<file path="config.mk">
export PLATFORM = sky130hd
export DESIGN_NAME = pmfh_top
export DESIGN_NICKNAME = d
export VERILOG_FILES = /design/src/verilog/pmfh_pkg.sv /design/src/verilog/pmfh_top.sv
export SDC_FILE = /design/constraint.sdc
export NUM_CORES = 1
export LEC_CHECK = 0
export ABC_AREA = 1
export BUFFER_PORTS_ARGS = -buffer_cell sky130_fd_sc_hd__buf_2
export CAP_MARGIN = 20
export CORE_MARGIN = 2
export CORE_UTILIZATION = 50
export CTS_CLUSTER_DIAMETER = 30
export CTS_CLUSTER_SIZE = 25
export DETAILED_ROUTE_END_ITERATION = 16
export HOLD_SLACK_MARGIN = 0.05
export PLACE_DENSITY = 0.8
export SLEW_MARGIN = 25
export SYNTH_ARGS = -nofsm -noshare
export SYNTH_HDL_FRONTEND = slang
export SYNTH_SLANG_ARGS = --single-unit
</file>
<file path="constraint.sdc">
create_clock -name clk_in -period 9.3 [get_ports clk_in]
set_input_delay 1.86 -clock clk_in [delete_from_list [all_inputs] [get_ports clk_in]]
set_output_delay 1.86 -clock clk_in [all_outputs]
set_load 0.01 [all_outputs]
</file>
<file path="src/verilog/pmfh_pkg.sv">
// pmfh_pkg: constants and carriers for the converter telemetry and fault handler.
// assumes a single 50 MHz clock domain and a synchronous active-high reset.
package pmfh_pkg;
  localparam int unsigned CLK_HZ          = 50_000_000;
  localparam int unsigned VOUT_W          = 12;
  localparam int unsigned IOUT_W          = 8;
  localparam int unsigned TEMP_W          = 8;
  localparam int unsigned REFRESH_MS      = 1000;
  localparam int unsigned HICCUP_MS       = 130;
  localparam int unsigned MIN_HOST_TO_MS  = 150;
  localparam int unsigned REFRESH_CYC     = (CLK_HZ / 1000) * REFRESH_MS;
  localparam int unsigned HICCUP_CYC      = (CLK_HZ / 1000) * HICCUP_MS;
  localparam int unsigned NUM_GROUPS      = 3;
  localparam int unsigned NUM_FAULTS      = 4;
  localparam logic [7:0]  TEMP_REF        = 8'h19;
  localparam logic [7:0]  COMP_SHIFT      = 8'h08;
  localparam int unsigned CNT_W           = 27;

  typedef struct packed {
    logic [VOUT_W-1:0] vout_reading;
    logic [IOUT_W-1:0] iout_reading;
    logic [TEMP_W-1:0] temp_reading;
  } pmfh_telem_t;

  typedef struct packed {
    logic [NUM_FAULTS-1:0] inject_set;
    logic [NUM_FAULTS-1:0] inject_clr;
    logic [NUM_FAULTS-1:0] latching;
    logic                  cmd_off;
    logic                  cmd_on;
  } pmfh_fctl_t;

  typedef enum logic [1:0] {
    PMFH_OFF,
    PMFH_RUN,
    PMFH_FAULT,
    PMFH_HICCUP
  } pmfh_state_t;
endpackage : pmfh_pkg

</file>
<file path="src/verilog/pmfh_top.sv">
// pmfh_top: converter telemetry, manager polling and fault recovery in one block.
// assumes pins are asynchronous and pass two flops; all control bits are plain ports.
`timescale 1ns/1ps
// Behaviour
// - voltage is a 12-bit reading; current and temperature are 8-bit readings.
// - current reading is corrected from temperature for inductor resistance drift.
// - manager copies of readings refresh every one second.
// - converter-bus service has priority over host I2C answers.
// - overlapping host transaction is held until converter-bus activity ends.
// - auto-on group turns on once bus power present and members configured.
// - parametric polling per group; converter measures regardless.
// - low power-good always seen; status polled only when enabled.
// - held fault trigger acts exactly like a real fault of that type.
// - fault shuts own group if configured, other groups if own-group and inter-group propagation both enabled.
// - non-latching fault restarts after 130 ms hiccup once cleared.
// - latching fault stays off and latched when trigger removed.
// - enable toggle or off-then-on command clears latch; the command re-enables, the toggle only with auto-on.
module pmfh_top
  import pmfh_pkg::*;
#(
  parameter int unsigned REFRESH_CYCLES = REFRESH_CYC,
  parameter int unsigned HICCUP_CYCLES  = HICCUP_CYC
) (
  input  wire logic                  clk_in,
  input  wire logic                  srst_in,
  input  wire logic [VOUT_W-1:0]     adc_vout_in,
  input  wire logic [IOUT_W-1:0]     adc_iout_in,
  input  wire logic [TEMP_W-1:0]     adc_temp_in,
  input  wire logic [NUM_FAULTS-1:0] real_fault_in,
  input  wire pmfh_fctl_t            fault_ctl_in,
  input  wire logic                  enable_pin_in,
  input  wire logic                  ibus_power_in,
  input  wire logic                  configured_in,
  input  wire logic                  auto_on_in,
  input  wire logic                  p_monitor_in,
  input  wire logic                  s_monitor_in,
  input  wire logic                  group_prop_in,
  input  wire logic [NUM_GROUPS-1:0] inter_group_prop_in,
  input  wire logic                  power_good_in,
  input  wire logic                  sync_comm_busy_in,
  input  wire logic                  host_req_in,
  output logic                       host_hold_out,
  output logic                       host_grant_out,
  output pmfh_telem_t                conv_telem_out,
  output pmfh_telem_t                mgr_telem_out,
  output logic                       poll_strobe_out,
  output logic                       status_poll_out,
  output logic                       pg_low_out,
  output logic                       output_on_out,
  output logic [NUM_FAULTS-1:0]      active_fault_out,
  output logic [NUM_FAULTS-1:0]      latched_fault_out,
  output logic                       group_shutdown_out,
  output logic [NUM_GROUPS-1:0]      other_group_shutdown_out,
  output pmfh_state_t                state_out
);
  // elaboration guard: both counters are CNT_W bits and need at least two states
  if (REFRESH_CYCLES < 2 || HICCUP_CYCLES < 2 || REFRESH_CYCLES >= (1 << CNT_W)
      || HICCUP_CYCLES >= (1 << CNT_W)) begin : g_bad_counts
    $error("pmfh_top: cycle counts out of range");
  end

  // two-flop synchronisers for every pin input
  // adc words are not gray coded; a sample that straddles an edge is fixed by the next one
  pmfh_telem_t           adc_s1, adc_s2;
  logic [NUM_FAULTS-1:0] flt_s1, flt_s2;
  logic [4:0]            pin_s1, pin_s2;
  always_ff @(posedge clk_in) begin
    if (srst_in) begin
      adc_s1 <= '0;
      adc_s2 <= '0;
      flt_s1 <= '0;
      flt_s2 <= '0;
      pin_s1 <= 5'h00;
      pin_s2 <= 5'h00;
    end else begin
      adc_s1 <= {adc_vout_in, adc_iout_in, adc_temp_in};
      adc_s2 <= adc_s1;
      flt_s1 <= real_fault_in;
      flt_s2 <= flt_s1;
      pin_s1 <= {enable_pin_in, ibus_power_in, power_good_in, sync_comm_busy_in, host_req_in};
      pin_s2 <= pin_s1;
    end
  end
  logic en_pin, ib_pwr, pg, sc_busy, h_req;
  assign {en_pin, ib_pwr, pg, sc_busy, h_req} = pin_s2;

  // registered state
  pmfh_telem_t           conv, mgr;
  logic [CNT_W-1:0]      ref_cnt, hic_cnt;
  logic [NUM_FAULTS-1:0] inject, latched;
  logic                  en_d, off_seen, poll, spoll;
  pmfh_state_t           state;
  pmfh_telem_t           next_conv, next_mgr;
  logic [CNT_W-1:0]      next_ref_cnt, next_hic_cnt;
  logic [NUM_FAULTS-1:0] next_inject, next_latched;
  logic                  next_en_d, next_off_seen, next_poll, next_spoll;
  pmfh_state_t           next_state;

  logic [NUM_FAULTS-1:0] fault_now;
  logic                  any_latched, en_toggle, refresh_due;
  logic signed [9:0]     temp_delta;
  logic signed [17:0]    comp_prod;
  logic [IOUT_W+1:0]     iout_sum;

  // current compensation: about 1/256 per degree away from reference, saturated
  // arithmetic shift floors a negative correction, so cold readings round up by one lsb
  always_comb begin
    temp_delta = 10'(signed'({2'b00, adc_s2.temp_reading})) - 10'(signed'({2'b00, TEMP_REF}));
    comp_prod  = 18'(signed'({8'h00, adc_s2.iout_reading}) * temp_delta);
    iout_sum   = 10'({2'b00, adc_s2.iout_reading}) - 10'(comp_prod >>> COMP_SHIFT);
  end

  always_comb begin
    fault_now   = inject | flt_s2;
    any_latched = |latched;
    en_toggle   = en_d & ~en_pin;
    refresh_due = (ref_cnt == CNT_W'(REFRESH_CYCLES - 1));
  end

  // next-state logic for telemetry, polling and fault handling
  always_comb begin
    next_conv     = conv;
    next_mgr      = mgr;
    next_ref_cnt  = refresh_due ? '0 : ref_cnt + 1'b1;
    next_hic_cnt  = hic_cnt;
    next_inject   = (inject & ~fault_ctl_in.inject_clr) | fault_ctl_in.inject_set;
    next_latched  = latched | (fault_now & fault_ctl_in.latching);
    next_en_d     = en_pin;
    next_off_seen = off_seen;
    next_poll     = 1'b0;
    next_spoll    = 1'b0;
    next_state    = state;
    // converter always measures, even with polling off
    next_conv.vout_reading = adc_s2.vout_reading;
    next_conv.temp_reading = adc_s2.temp_reading;
    next_conv.iout_reading = iout_sum[IOUT_W+1] ? '0 :
                             (iout_sum[IOUT_W] ? '1 : iout_sum[IOUT_W-1:0]);
    // periodic polls share one free counter, so both kinds of query stay aligned
    if (refresh_due) begin
      next_poll  = p_monitor_in;
      next_spoll = s_monitor_in;
      if (p_monitor_in) begin
        next_mgr = conv;
      end
    end
    // off command (or enable fall) arms and clears the latch; on command then restarts
    // auto-on restarts an off group at once, so a held-off group needs auto-on low
    if (fault_ctl_in.cmd_off || en_toggle) begin
      next_off_seen = 1'b1;
      next_latched  = fault_now & fault_ctl_in.latching;
      next_state    = PMFH_OFF;
    end
    unique case (state)
      PMFH_OFF: begin
        if (fault_ctl_in.cmd_off) begin
          next_state = PMFH_OFF;
        end else if ((fault_ctl_in.cmd_on && off_seen) || (en_pin && auto_on_in
                     && ib_pwr && configured_in)) begin
          next_off_seen = 1'b0;
          next_state    = (|fault_now || any_latched) ? PMFH_FAULT : PMFH_RUN;
        end
      end
      PMFH_RUN: begin
        if (|fault_now) begin
          next_state = PMFH_FAULT;
        end
      end
      PMFH_FAULT: begin
        // latched faults hold the converter off after the trigger goes
        if (!(|fault_now) && !any_latched) begin
          next_state   = PMFH_HICCUP;
          next_hic_cnt = '0;
        end
      end
      PMFH_HICCUP: begin
        // a fault during the wait sends the converter back to the fault state
        next_hic_cnt = hic_cnt + 1'b1;
        if (|fault_now) begin
          next_state = PMFH_FAULT;
        end else if (hic_cnt == CNT_W'(HICCUP_CYCLES - 1)) begin
          next_state = PMFH_RUN;
        end
      end
    endcase
    // off command wins over every transition above; enable fall wins over all but an on command in the off state
    if ((fault_ctl_in.cmd_off || en_toggle) && state != PMFH_OFF) begin
      next_state = PMFH_OFF;
    end
  end

  // synchronous reset only; all state lives in the one clock domain
  always_ff @(posedge clk_in) begin
    if (srst_in) begin
      conv     <= '0;
      mgr      <= '0;
      ref_cnt  <= '0;
      hic_cnt  <= '0;
      inject   <= '0;
      latched  <= '0;
      en_d     <= 1'b0;
      off_seen <= 1'b0;
      poll     <= 1'b0;
      spoll    <= 1'b0;
      state    <= PMFH_OFF;
    end else begin
      conv     <= next_conv;
      mgr      <= next_mgr;
      ref_cnt  <= next_ref_cnt;
      hic_cnt  <= next_hic_cnt;
      inject   <= next_inject;
      latched  <= next_latched;
      en_d     <= next_en_d;
      off_seen <= next_off_seen;
      poll     <= next_poll;
      spoll    <= next_spoll;
      state    <= next_state;
    end
  end

  // outputs; host is held whenever the sync line is active
  // grant is a level; the host must see it drop before asking again
  logic in_fault;
  assign in_fault                 = (state == PMFH_FAULT) || (state == PMFH_HICCUP);
  assign host_hold_out            = h_req & sc_busy;
  assign host_grant_out           = h_req & ~sc_busy;
  assign conv_telem_out           = conv;
  assign mgr_telem_out            = mgr;
  assign poll_strobe_out          = poll;
  assign status_poll_out          = spoll;
  assign pg_low_out               = ~pg;
  assign output_on_out            = (state == PMFH_RUN);
  assign active_fault_out         = inject;
  assign latched_fault_out        = latched;
  assign group_shutdown_out       = in_fault & group_prop_in;
  // per-group mask; other groups follow only behind own-group propagation
  for (genvar g = 0; g < NUM_GROUPS; g++) begin : g_other_grp
    assign other_group_shutdown_out[g] = in_fault & group_prop_in
                                         & inter_group_prop_in[g];
  end
  assign state_out                = state;

  // checks
  chk_fault_stops: assert property (@(posedge clk_in) disable iff (srst_in)
    (state == PMFH_RUN && |fault_now && !fault_ctl_in.cmd_off && !en_toggle)
      |=> state == PMFH_FAULT) else $error("fault did not stop output");
  chk_hiccup_len: assert property (@(posedge clk_in) disable iff (srst_in)
    (state == PMFH_HICCUP && hic_cnt == CNT_W'(HICCUP_CYCLES - 1) && !(|fault_now)
      && !fault_ctl_in.cmd_off && !en_toggle) |=> state == PMFH_RUN)
    else $error("hiccup restart missed");
  chk_latch_holds: assert property (@(posedge clk_in) disable iff (srst_in)
    (state == PMFH_FAULT && any_latched) |=> state != PMFH_HICCUP && state != PMFH_RUN)
    else $error("latched fault restarted");
  chk_off_clears: assert property (@(posedge clk_in) disable iff (srst_in)
    (fault_ctl_in.cmd_off && !(|fault_now)) |=> latched == '0 && state == PMFH_OFF)
    else $error("off command left latch");
  chk_inject_level: assert property (@(posedge clk_in) disable iff (srst_in)
    (|fault_ctl_in.inject_set) |=> ((inject & $past(fault_ctl_in.inject_set)) != '0))
    else $error("inject not held");
  chk_hold_busy: assert property (@(posedge clk_in) disable iff (srst_in)
    sc_busy |-> !host_grant_out) else $error("host served during bus activity");
  chk_refresh_copy: assert property (@(posedge clk_in) disable iff (srst_in)
    (refresh_due && p_monitor_in) |=> poll && mgr == $past(conv))
    else $error("refresh missed");
  chk_prop_scope: assert property (@(posedge clk_in) disable iff (srst_in)
    ((other_group_shutdown_out & ~inter_group_prop_in) == '0) && (group_shutdown_out
      == (in_fault & group_prop_in))) else $error("propagation out of scope");
  chk_status_gate: assert property (@(posedge clk_in) disable iff (srst_in)
    status_poll_out |-> $past(s_monitor_in)) else $error("status poll when off");

  // start-up, telemetry and recovery checks; each antecedent is reached by the bench
  chk_auto_start: assert property (@(posedge clk_in) disable iff (srst_in)
    (state == PMFH_OFF && en_pin && auto_on_in && ib_pwr && configured_in
      && !fault_ctl_in.cmd_off && !(|fault_now) && !any_latched) |=> state == PMFH_RUN)
    else $error("auto start missed");
  chk_conv_live: assert property (@(posedge clk_in) disable iff (srst_in)
    conv.vout_reading == $past(adc_s2.vout_reading))
    else $error("voltage reading stalled");
  chk_temp_live: assert property (@(posedge clk_in) disable iff (srst_in)
    conv.temp_reading == $past(adc_s2.temp_reading))
    else $error("temperature reading stalled");
  chk_comp_flat: assert property (@(posedge clk_in) disable iff (srst_in)
    (adc_s2.temp_reading == TEMP_REF) |=> conv.iout_reading == $past(adc_s2.iout_reading))
    else $error("current changed at reference temperature");
  chk_poll_gate: assert property (@(posedge clk_in) disable iff (srst_in)
    poll_strobe_out |-> $past(p_monitor_in)) else $error("poll while disabled");
  chk_mgr_hold: assert property (@(posedge clk_in) disable iff (srst_in)
    !p_monitor_in |=> mgr == $past(mgr)) else $error("copy changed without polling");
  chk_spoll_pulse: assert property (@(posedge clk_in) disable iff (srst_in)
    status_poll_out |=> !status_poll_out) else $error("status poll longer than a cycle");
  chk_latch_set: assert property (@(posedge clk_in) disable iff (srst_in)
    (|(fault_now & fault_ctl_in.latching) && !fault_ctl_in.cmd_off && !en_toggle)
      |=> any_latched) else $error("latching fault not latched");
  chk_lone_on: assert property (@(posedge clk_in) disable iff (srst_in)
    (state == PMFH_FAULT && any_latched && fault_ctl_in.cmd_on && !fault_ctl_in.cmd_off
      && !en_toggle) |=> state == PMFH_FAULT && any_latched)
    else $error("lone on cleared latch");
  chk_toggle_off: assert property (@(posedge clk_in) disable iff (srst_in)
    (en_toggle && !fault_ctl_in.cmd_on && !(|fault_now))
      |=> state == PMFH_OFF && latched == '0) else $error("enable toggle left output on");
  chk_inject_clear: assert property (@(posedge clk_in) disable iff (srst_in)
    (|fault_ctl_in.inject_clr && !(|fault_ctl_in.inject_set))
      |=> (inject & $past(fault_ctl_in.inject_clr)) == '0) else $error("trigger not cleared");
endmodule : pmfh_top

</file>
# --- Word-level counts from Yosys, hierarchy flattened ---
# Cells that the tools add are included.
classes:
  eq_ne: 6
  reduce_logical: 23
  addsub: 4
  n_mux: 17
  bitwise_logic: 17
  multipliers: 1
op_table:
  columns: ["operator", "n"]
  rows:
  - ["$add A27 B1 Y27 const B", 2]
  - ["$pmux W27 S2", 1]
  - ["$eq A27 B23 Y1 const B", 1]
  - ["$eq A27 B26 Y1 const B", 1]
  - ["$mux W27", 1]
  - ["$mul A9 B9 Y18", 1]
  - ["$mux W2", 8]
  - ["$or A4 B4 Y4", 3]
  - ["$sub A8 B10 Y10", 1]
  - ["$sub A8 B5 Y9 const B", 1]
  - ["$and A4 B4 Y4", 2]
  - ["$mux W8", 1]
  - ["$pmux W2 S4", 1]
  - ["$reduce_or A2 Y1", 4]
  - ["$reduce_or A4 Y1", 2]
  - ["$and A1 B1 Y1", 7]
  - ["$logic_and A1 B1 Y1", 6]
  - ["$eq A2 B2 Y1 const B", 2]
  - ["$logic_or A1 B1 Y1", 4]
  - ["$mux W1", 4]
  - ["$mux W4", 1]
  - ["$not A1 Y1", 4]
  - ["$not A4 Y4", 1]
  - ["$reduce_and A2 Y1", 2]
  - ["other kinds (5)", 7]
totals:
  output_inout_bits: 76
  wordCells: 93
  reg_bits: 198
  in_bits: 61

# --- Longest topological paths before layout ---
depth:
  word_depth: 7
  mapped_depth: 39
  mapped_depth_nobuf: 39

# --- Least setup slack after synthesis ---
# Ideal clock, no wire load.
synth_timing:
  path_kind: "reg2reg"
  startpoint: "register adc_s2[0] in the netlist's numbering"
  endpoint: "register conv, in the netlist conv_telem_out[10]"
  arrival_time_ps: 6159
  path_buffers: 0
  path_slack_ps: 3019
  path_stages_with_launch: 32
  setup_ps: 122
  path_cell_list: "dfxtp_1 inv_2 ha_1 a21oi_1 nand2_1 nand2_1 nor3_1 nand2_1 fa_1 fa_1 inv_1 fa_1 fa_1 fa_1 ha_1 nand2_1 inv_1 nand2_1 nand2_1 a21oi_1 o21ai_0 nand2_1 nand3_1 nand2_1 ha_1 a21oi_1 o21ai_0 a21oi_1 nand3b_1 nand2_1 nor2_1 nor2_1"
synth_via:
  elab_chain_len: 4
  word_cells_on_any_way: 5
synth_lines:
  columns: ["element", "line_no", "text"]
  rows:
  - ["from (decl)", "pmfh_top.sv:64", "pmfh_telem_t adc_s1, adc_s2;"]
  - ["from (signal assigned)", "pmfh_top.sv:77", "adc_s2 <= adc_s1;"]
  - ["$sub A8 B5 Y9 (*)", "pmfh_top.sv:108", "temp_delta = 10'(signed'({2'b00, adc_s2.temp_reading})) - 10'(signed'({2'b00, TEMP_REF}));"]
  - ["$mul A9 B9 Y18 (*)", "pmfh_top.sv:109", "comp_prod = 18'(signed'({8'h00, adc_s2.iout_reading}) * temp_delta);"]
  - ["$sub A8 B10 Y10 (*)", "pmfh_top.sv:110", "iout_sum = 10'({2'b00, adc_s2.iout_reading}) - 10'(comp_prod >>> COMP_SHIFT);"]
  - ["$mux W8 or $reduce_or A2 Y1 (tied branches)", null, null]
  - ["to (signal assigned)", "pmfh_top.sv:206", "conv <= next_conv;"]
  - ["to (decl)", "pmfh_top.sv:88", "pmfh_telem_t conv, mgr;"]
# Mark *: on every way between the ends. The rest lies on a longest branch, timed or not.
# A chain may end at the register's enable or synchronous reset.

# --- Worst setup path after layout ---
layout_timing:
  startpoint: "register adc_s2[0] in the netlist's numbering"
  endpoint: "register conv, in the netlist conv_telem_out[13]"
# The elaborated chain is that of the path after synthesis.

==> results.yml <==
status:
  status: "complete, no violations"
clock_network:
  cts_sinks: 198
  htree_num_levels: 4
  hold_buffers: 0
  worstSkewPairLatency_ps: 450
  ctsResizeCount: 0
  cts_tree: "done"
  cts_setup_buffers: 0
  root_buffer: "clkbuf_16"
  clk_pin_slew_ps: 80
  numCtsBuffers: 17
  clk_path_buf_depth: 2
min_path:
  hold_end: "adc_s2[5]$_SDFF_PP0_"
  min_path_cells: 2
  hold_start: "adc_s1[5]$_SDFF_PP0_"
  hold_path_class: "reg -> reg"
sta:
  hold_violations: 0
  setup_tns_ps: 0
  setup_ws_ps: 2350
  slew_violations: 0
  setup_viol: 0
  rsz0062_at_grt: "false"
  max_freq_ghz: 0.144
  worst_pin_slew_ps: 777
  layout_min_cycle_time_ps: 6950
  finalClockSkew_ps: 21.8
  slew_headroom: 0.482
  finalCritPeriodShare: 0.747
die:
  die_y_um: 147
  start_util: 0.507
  std_cell_rows: 52
  ioPinCount: 137
  core_area_um2: 20200
  dieArea_um2: 21600
  die_w_um: 147
final_layout:
  seq_area_um2: 3960
  drive_gt1_frac: 0.145
  fillCellCount: 1821
  fin_util: 0.583
  multi_input_area_um2: 5190
  area_delta_synth_final_pct: 14.9
  fin_nets: 1621
  antenna_cells: 0
global_routing:
  overflow: 0
  grtUsageTotal: 0.228
  antenna_found_initial: 0
  grt_pass1_vias: 8418
  grt_start_max_net_pins: 81
  grt_pass1_wl_um: 39800
synth:
  ys_warn_count: 0
  synth_cell_type_count: 46
  netlist_area_um2: 10200
  synth-edff-count: 0
  synth_nets: 1495
  synth-seq-area-share: 0.388
  synth_ff_type: "dfxtp_1"
  synth_cells: 1332
  synthArstFlopShare: 0
  ys_ff_latch: 198
  synth_area_per_cell_um2: 7.68
setup_path:
  critical_path.slowest_cell: "fa_1"
  crit_family: "adder cells"
  start_kind: "register"
  r2r-start: "adc_s2[0]$_SDFF_PP0_"
  worstSetupEndpointType: "register"
  path_common_cell: "nand2_1"
  r2r_slack_ps: 2350
  r2r-end: "conv_telem_out[13]$_SDFF_PP0_"
  crit_buf_inv: 4
  arrival_ps: 7280
  critPathMaxStageDelay_ps: 570
  reg2regPathDepth: 32
  cp_max_fo: 10
  worstPathRequired_ps: 9630
  path_class: "reg -> reg"
placement:
  portBuffers: 136
  dpl_worst_slack_ps: 2430
  globalplace.congestion: 0.913
  hpwl_um: 17600
route:
  ant_nets: 0
  drtIter0Drc: 520
  via_per_inst: 4.97
  routed_wl_um: 23900
  num_vias: 8648
  remaining_drc_errors: 0
  first_pass_iters: 5
  wire_per_inst_um: 13.7
power_and_ir_drop:
  leakage_nw: 5.70
  powerDensity_nw_per_um2: 191
  vdd_ir_drop_max_mv: 0.188
flow_run:
  maxCapViolations: 0
## flip-flops by register name, summed over array words and instances (netlist names), 2 cells and up
name,flops
conv_telem_out,28
adc_s1,28
flt_s1,4
ref_cnt,27
flt_s2,4
hic_cnt,27
active_fault_out,4
state_out,2
adc_s2,28
latched_fault_out,4
mgr_telem_out,28
pin_s2,5
pin_s1,5
## worst min-delay path, delay by kind of cell (launching register included)
| family | cells | cell delay [ps] |
|---|---|---|
| flops | 1 | 300 |
| simple gates | 1 | 30 |
| buf+inv | 1 | 40 |
## worst max-delay path by stage
stage	from	endpoint	slack (ps)	depth (start not counted)
2_1_floorplan	adc_s2[0]$_SDFF_PP0_	conv_telem_out[10]$_SDFF_PP0_	3020	31
3_3_place_gp	adc_s2[0]$_SDFF_PP0_	conv_telem_out[13]$_SDFF_PP0_	2550	31
3_5_place_dp	adc_s2[0]$_SDFF_PP0_	conv_telem_out[13]$_SDFF_PP0_	2430	31
4_1_cts	adc_s2[0]$_SDFF_PP0_	conv_telem_out[13]$_SDFF_PP0_	2360	31
5_1_grt	adc_s2[0]$_SDFF_PP0_	conv_telem_out[12]$_SDFF_PP0_	1580	31
6_report	adc_s2[0]$_SDFF_PP0_	conv_telem_out[13]$_SDFF_PP0_	2350	32
## metal layers
layer  vias to the layer above  GRT usage  part of all wire
li1                       4394          -                 -
met5                         -          0                 0
met4                         0     0.0755             0.020
met2                       236      0.395              0.49
met1                      3983      0.287              0.44
met3                        35     0.0438             0.052
## Yosys cell counts (4+ instances only)
library cell | number | area share
a21oi_1 | 62 | 0.030
buf_6 | 4 | 0.0044
clkbuf_1 | 24 | 0.0088
dfxtp_1 | 198 | 0.39
fa_1 | 43 | 0.084
ha_1 | 59 | 0.072
inv_1 | 239 | 0.088
nand2_1 | 184 | 0.068
nand2_2 | 6 | 0.0037
nand3_1 | 49 | 0.024
nand4_1 | 14 | 0.0086
nor2_1 | 250 | 0.092
nor2_2 | 5 | 0.0031
nor3_1 | 44 | 0.022
nor3_2 | 12 | 0.012
nor3b_1 | 8 | 0.0059
nor4_1 | 6 | 0.0037
o21ai_0 | 40 | 0.020
o21ai_1 | 13 | 0.0064
or2_2 | 9 | 0.0055
xnor2_1 | 9 | 0.0077
xor2_1 | 16 | 0.014
## layout by cell type (no fill, tap or decap), types with 3 or more instances in the layout
| cell type | Yosys | layout |
|---|---|---|
| nor3_1 | 44 | 44 |
| dfxtp_1 | 198 | 198 |
| xor2_1 | 16 | 16 |
| nor3b_1 | 8 | 8 |
| a21oi_1 | 62 | 62 |
| nor2_2 | 5 | 5 |
| o21ai_0 | 40 | 40 |
| a211oi_1 | 3 | 3 |
| inv_1 | 239 | 239 |
| nor3_2 | 12 | 12 |
| nor2_1 | 250 | 250 |
| nand2_2 | 6 | 6 |
| xnor2_1 | 9 | 9 |
| or2_2 | 9 | 9 |
| clkinv_8 | 0 | 6 |
| inv_2 | 3 | 3 |
| buf_4 | 0 | 4 |
| o21ai_1 | 13 | 13 |
| clkbuf_16 | 0 | 17 |
| nand3_1 | 49 | 49 |
| buf_2 | 2 | 135 |
| nand4_1 | 14 | 14 |
| nand2_1 | 184 | 184 |
| nor4_1 | 6 | 6 |
| inv_12 | 0 | 4 |
| fa_1 | 43 | 43 |
| ha_1 | 59 | 59 |
## cell families (layout without fill, tap and decap cells)
| family | Yosys count | in the layout | synth area share |
|---|---|---|---|
| AO/OA/AOI/OAI | 132 | 132 | 0.0697 |
| flip-flops | 198 | 198 | 0.388 |
| XOR/XNOR | 25 | 25 | 0.0214 |
| buffers and inverters | 276 | 415 | 0.104 |
| adder cells (fa/ha/maj) | 102 | 102 | 0.156 |
| AND/OR/NAND/NOR | 599 | 599 | 0.260 |
## layout make-up
cell class	instances	area share
clock buffers	17	0.0362
clock inverters	15	0.0180
inverters	244	0.0779
multi-input cells	858	0.442
flip-flops and latches	198	0.337
well taps	270	0.0287
repair buffers	139	0.0600
## per-stage QoR
| step | instances | hold slack [ps] | cell area [um^2] | total power [mW] |
|---|---|---|---|---|
| finish | 1741 | 403 | 11800 | 2.25 |
| global route | 1741 | 418 | 11800 | 2.39 |
| CTS | 1741 | 405 | 11800 | 2.26 |
| detailed placement | 1709 | 394 | 11100 | 1.49 |
| global placement | 1709 | 389 | 11100 | 1.48 |
| floorplan | 1332 | 388 | 10200 | 1.34 |
## power by group
group | switching [mW] | internal [mW] | total, mW
registers | 0.0259 | 0.883 | 0.909
clock network | 0.395 | 0.376 | 0.772
logic | 0.347 | 0.223 | 0.570
total | 0.769 | 1.48 | 2.25
Note: power is estimated with default switching activity, not from simulation.
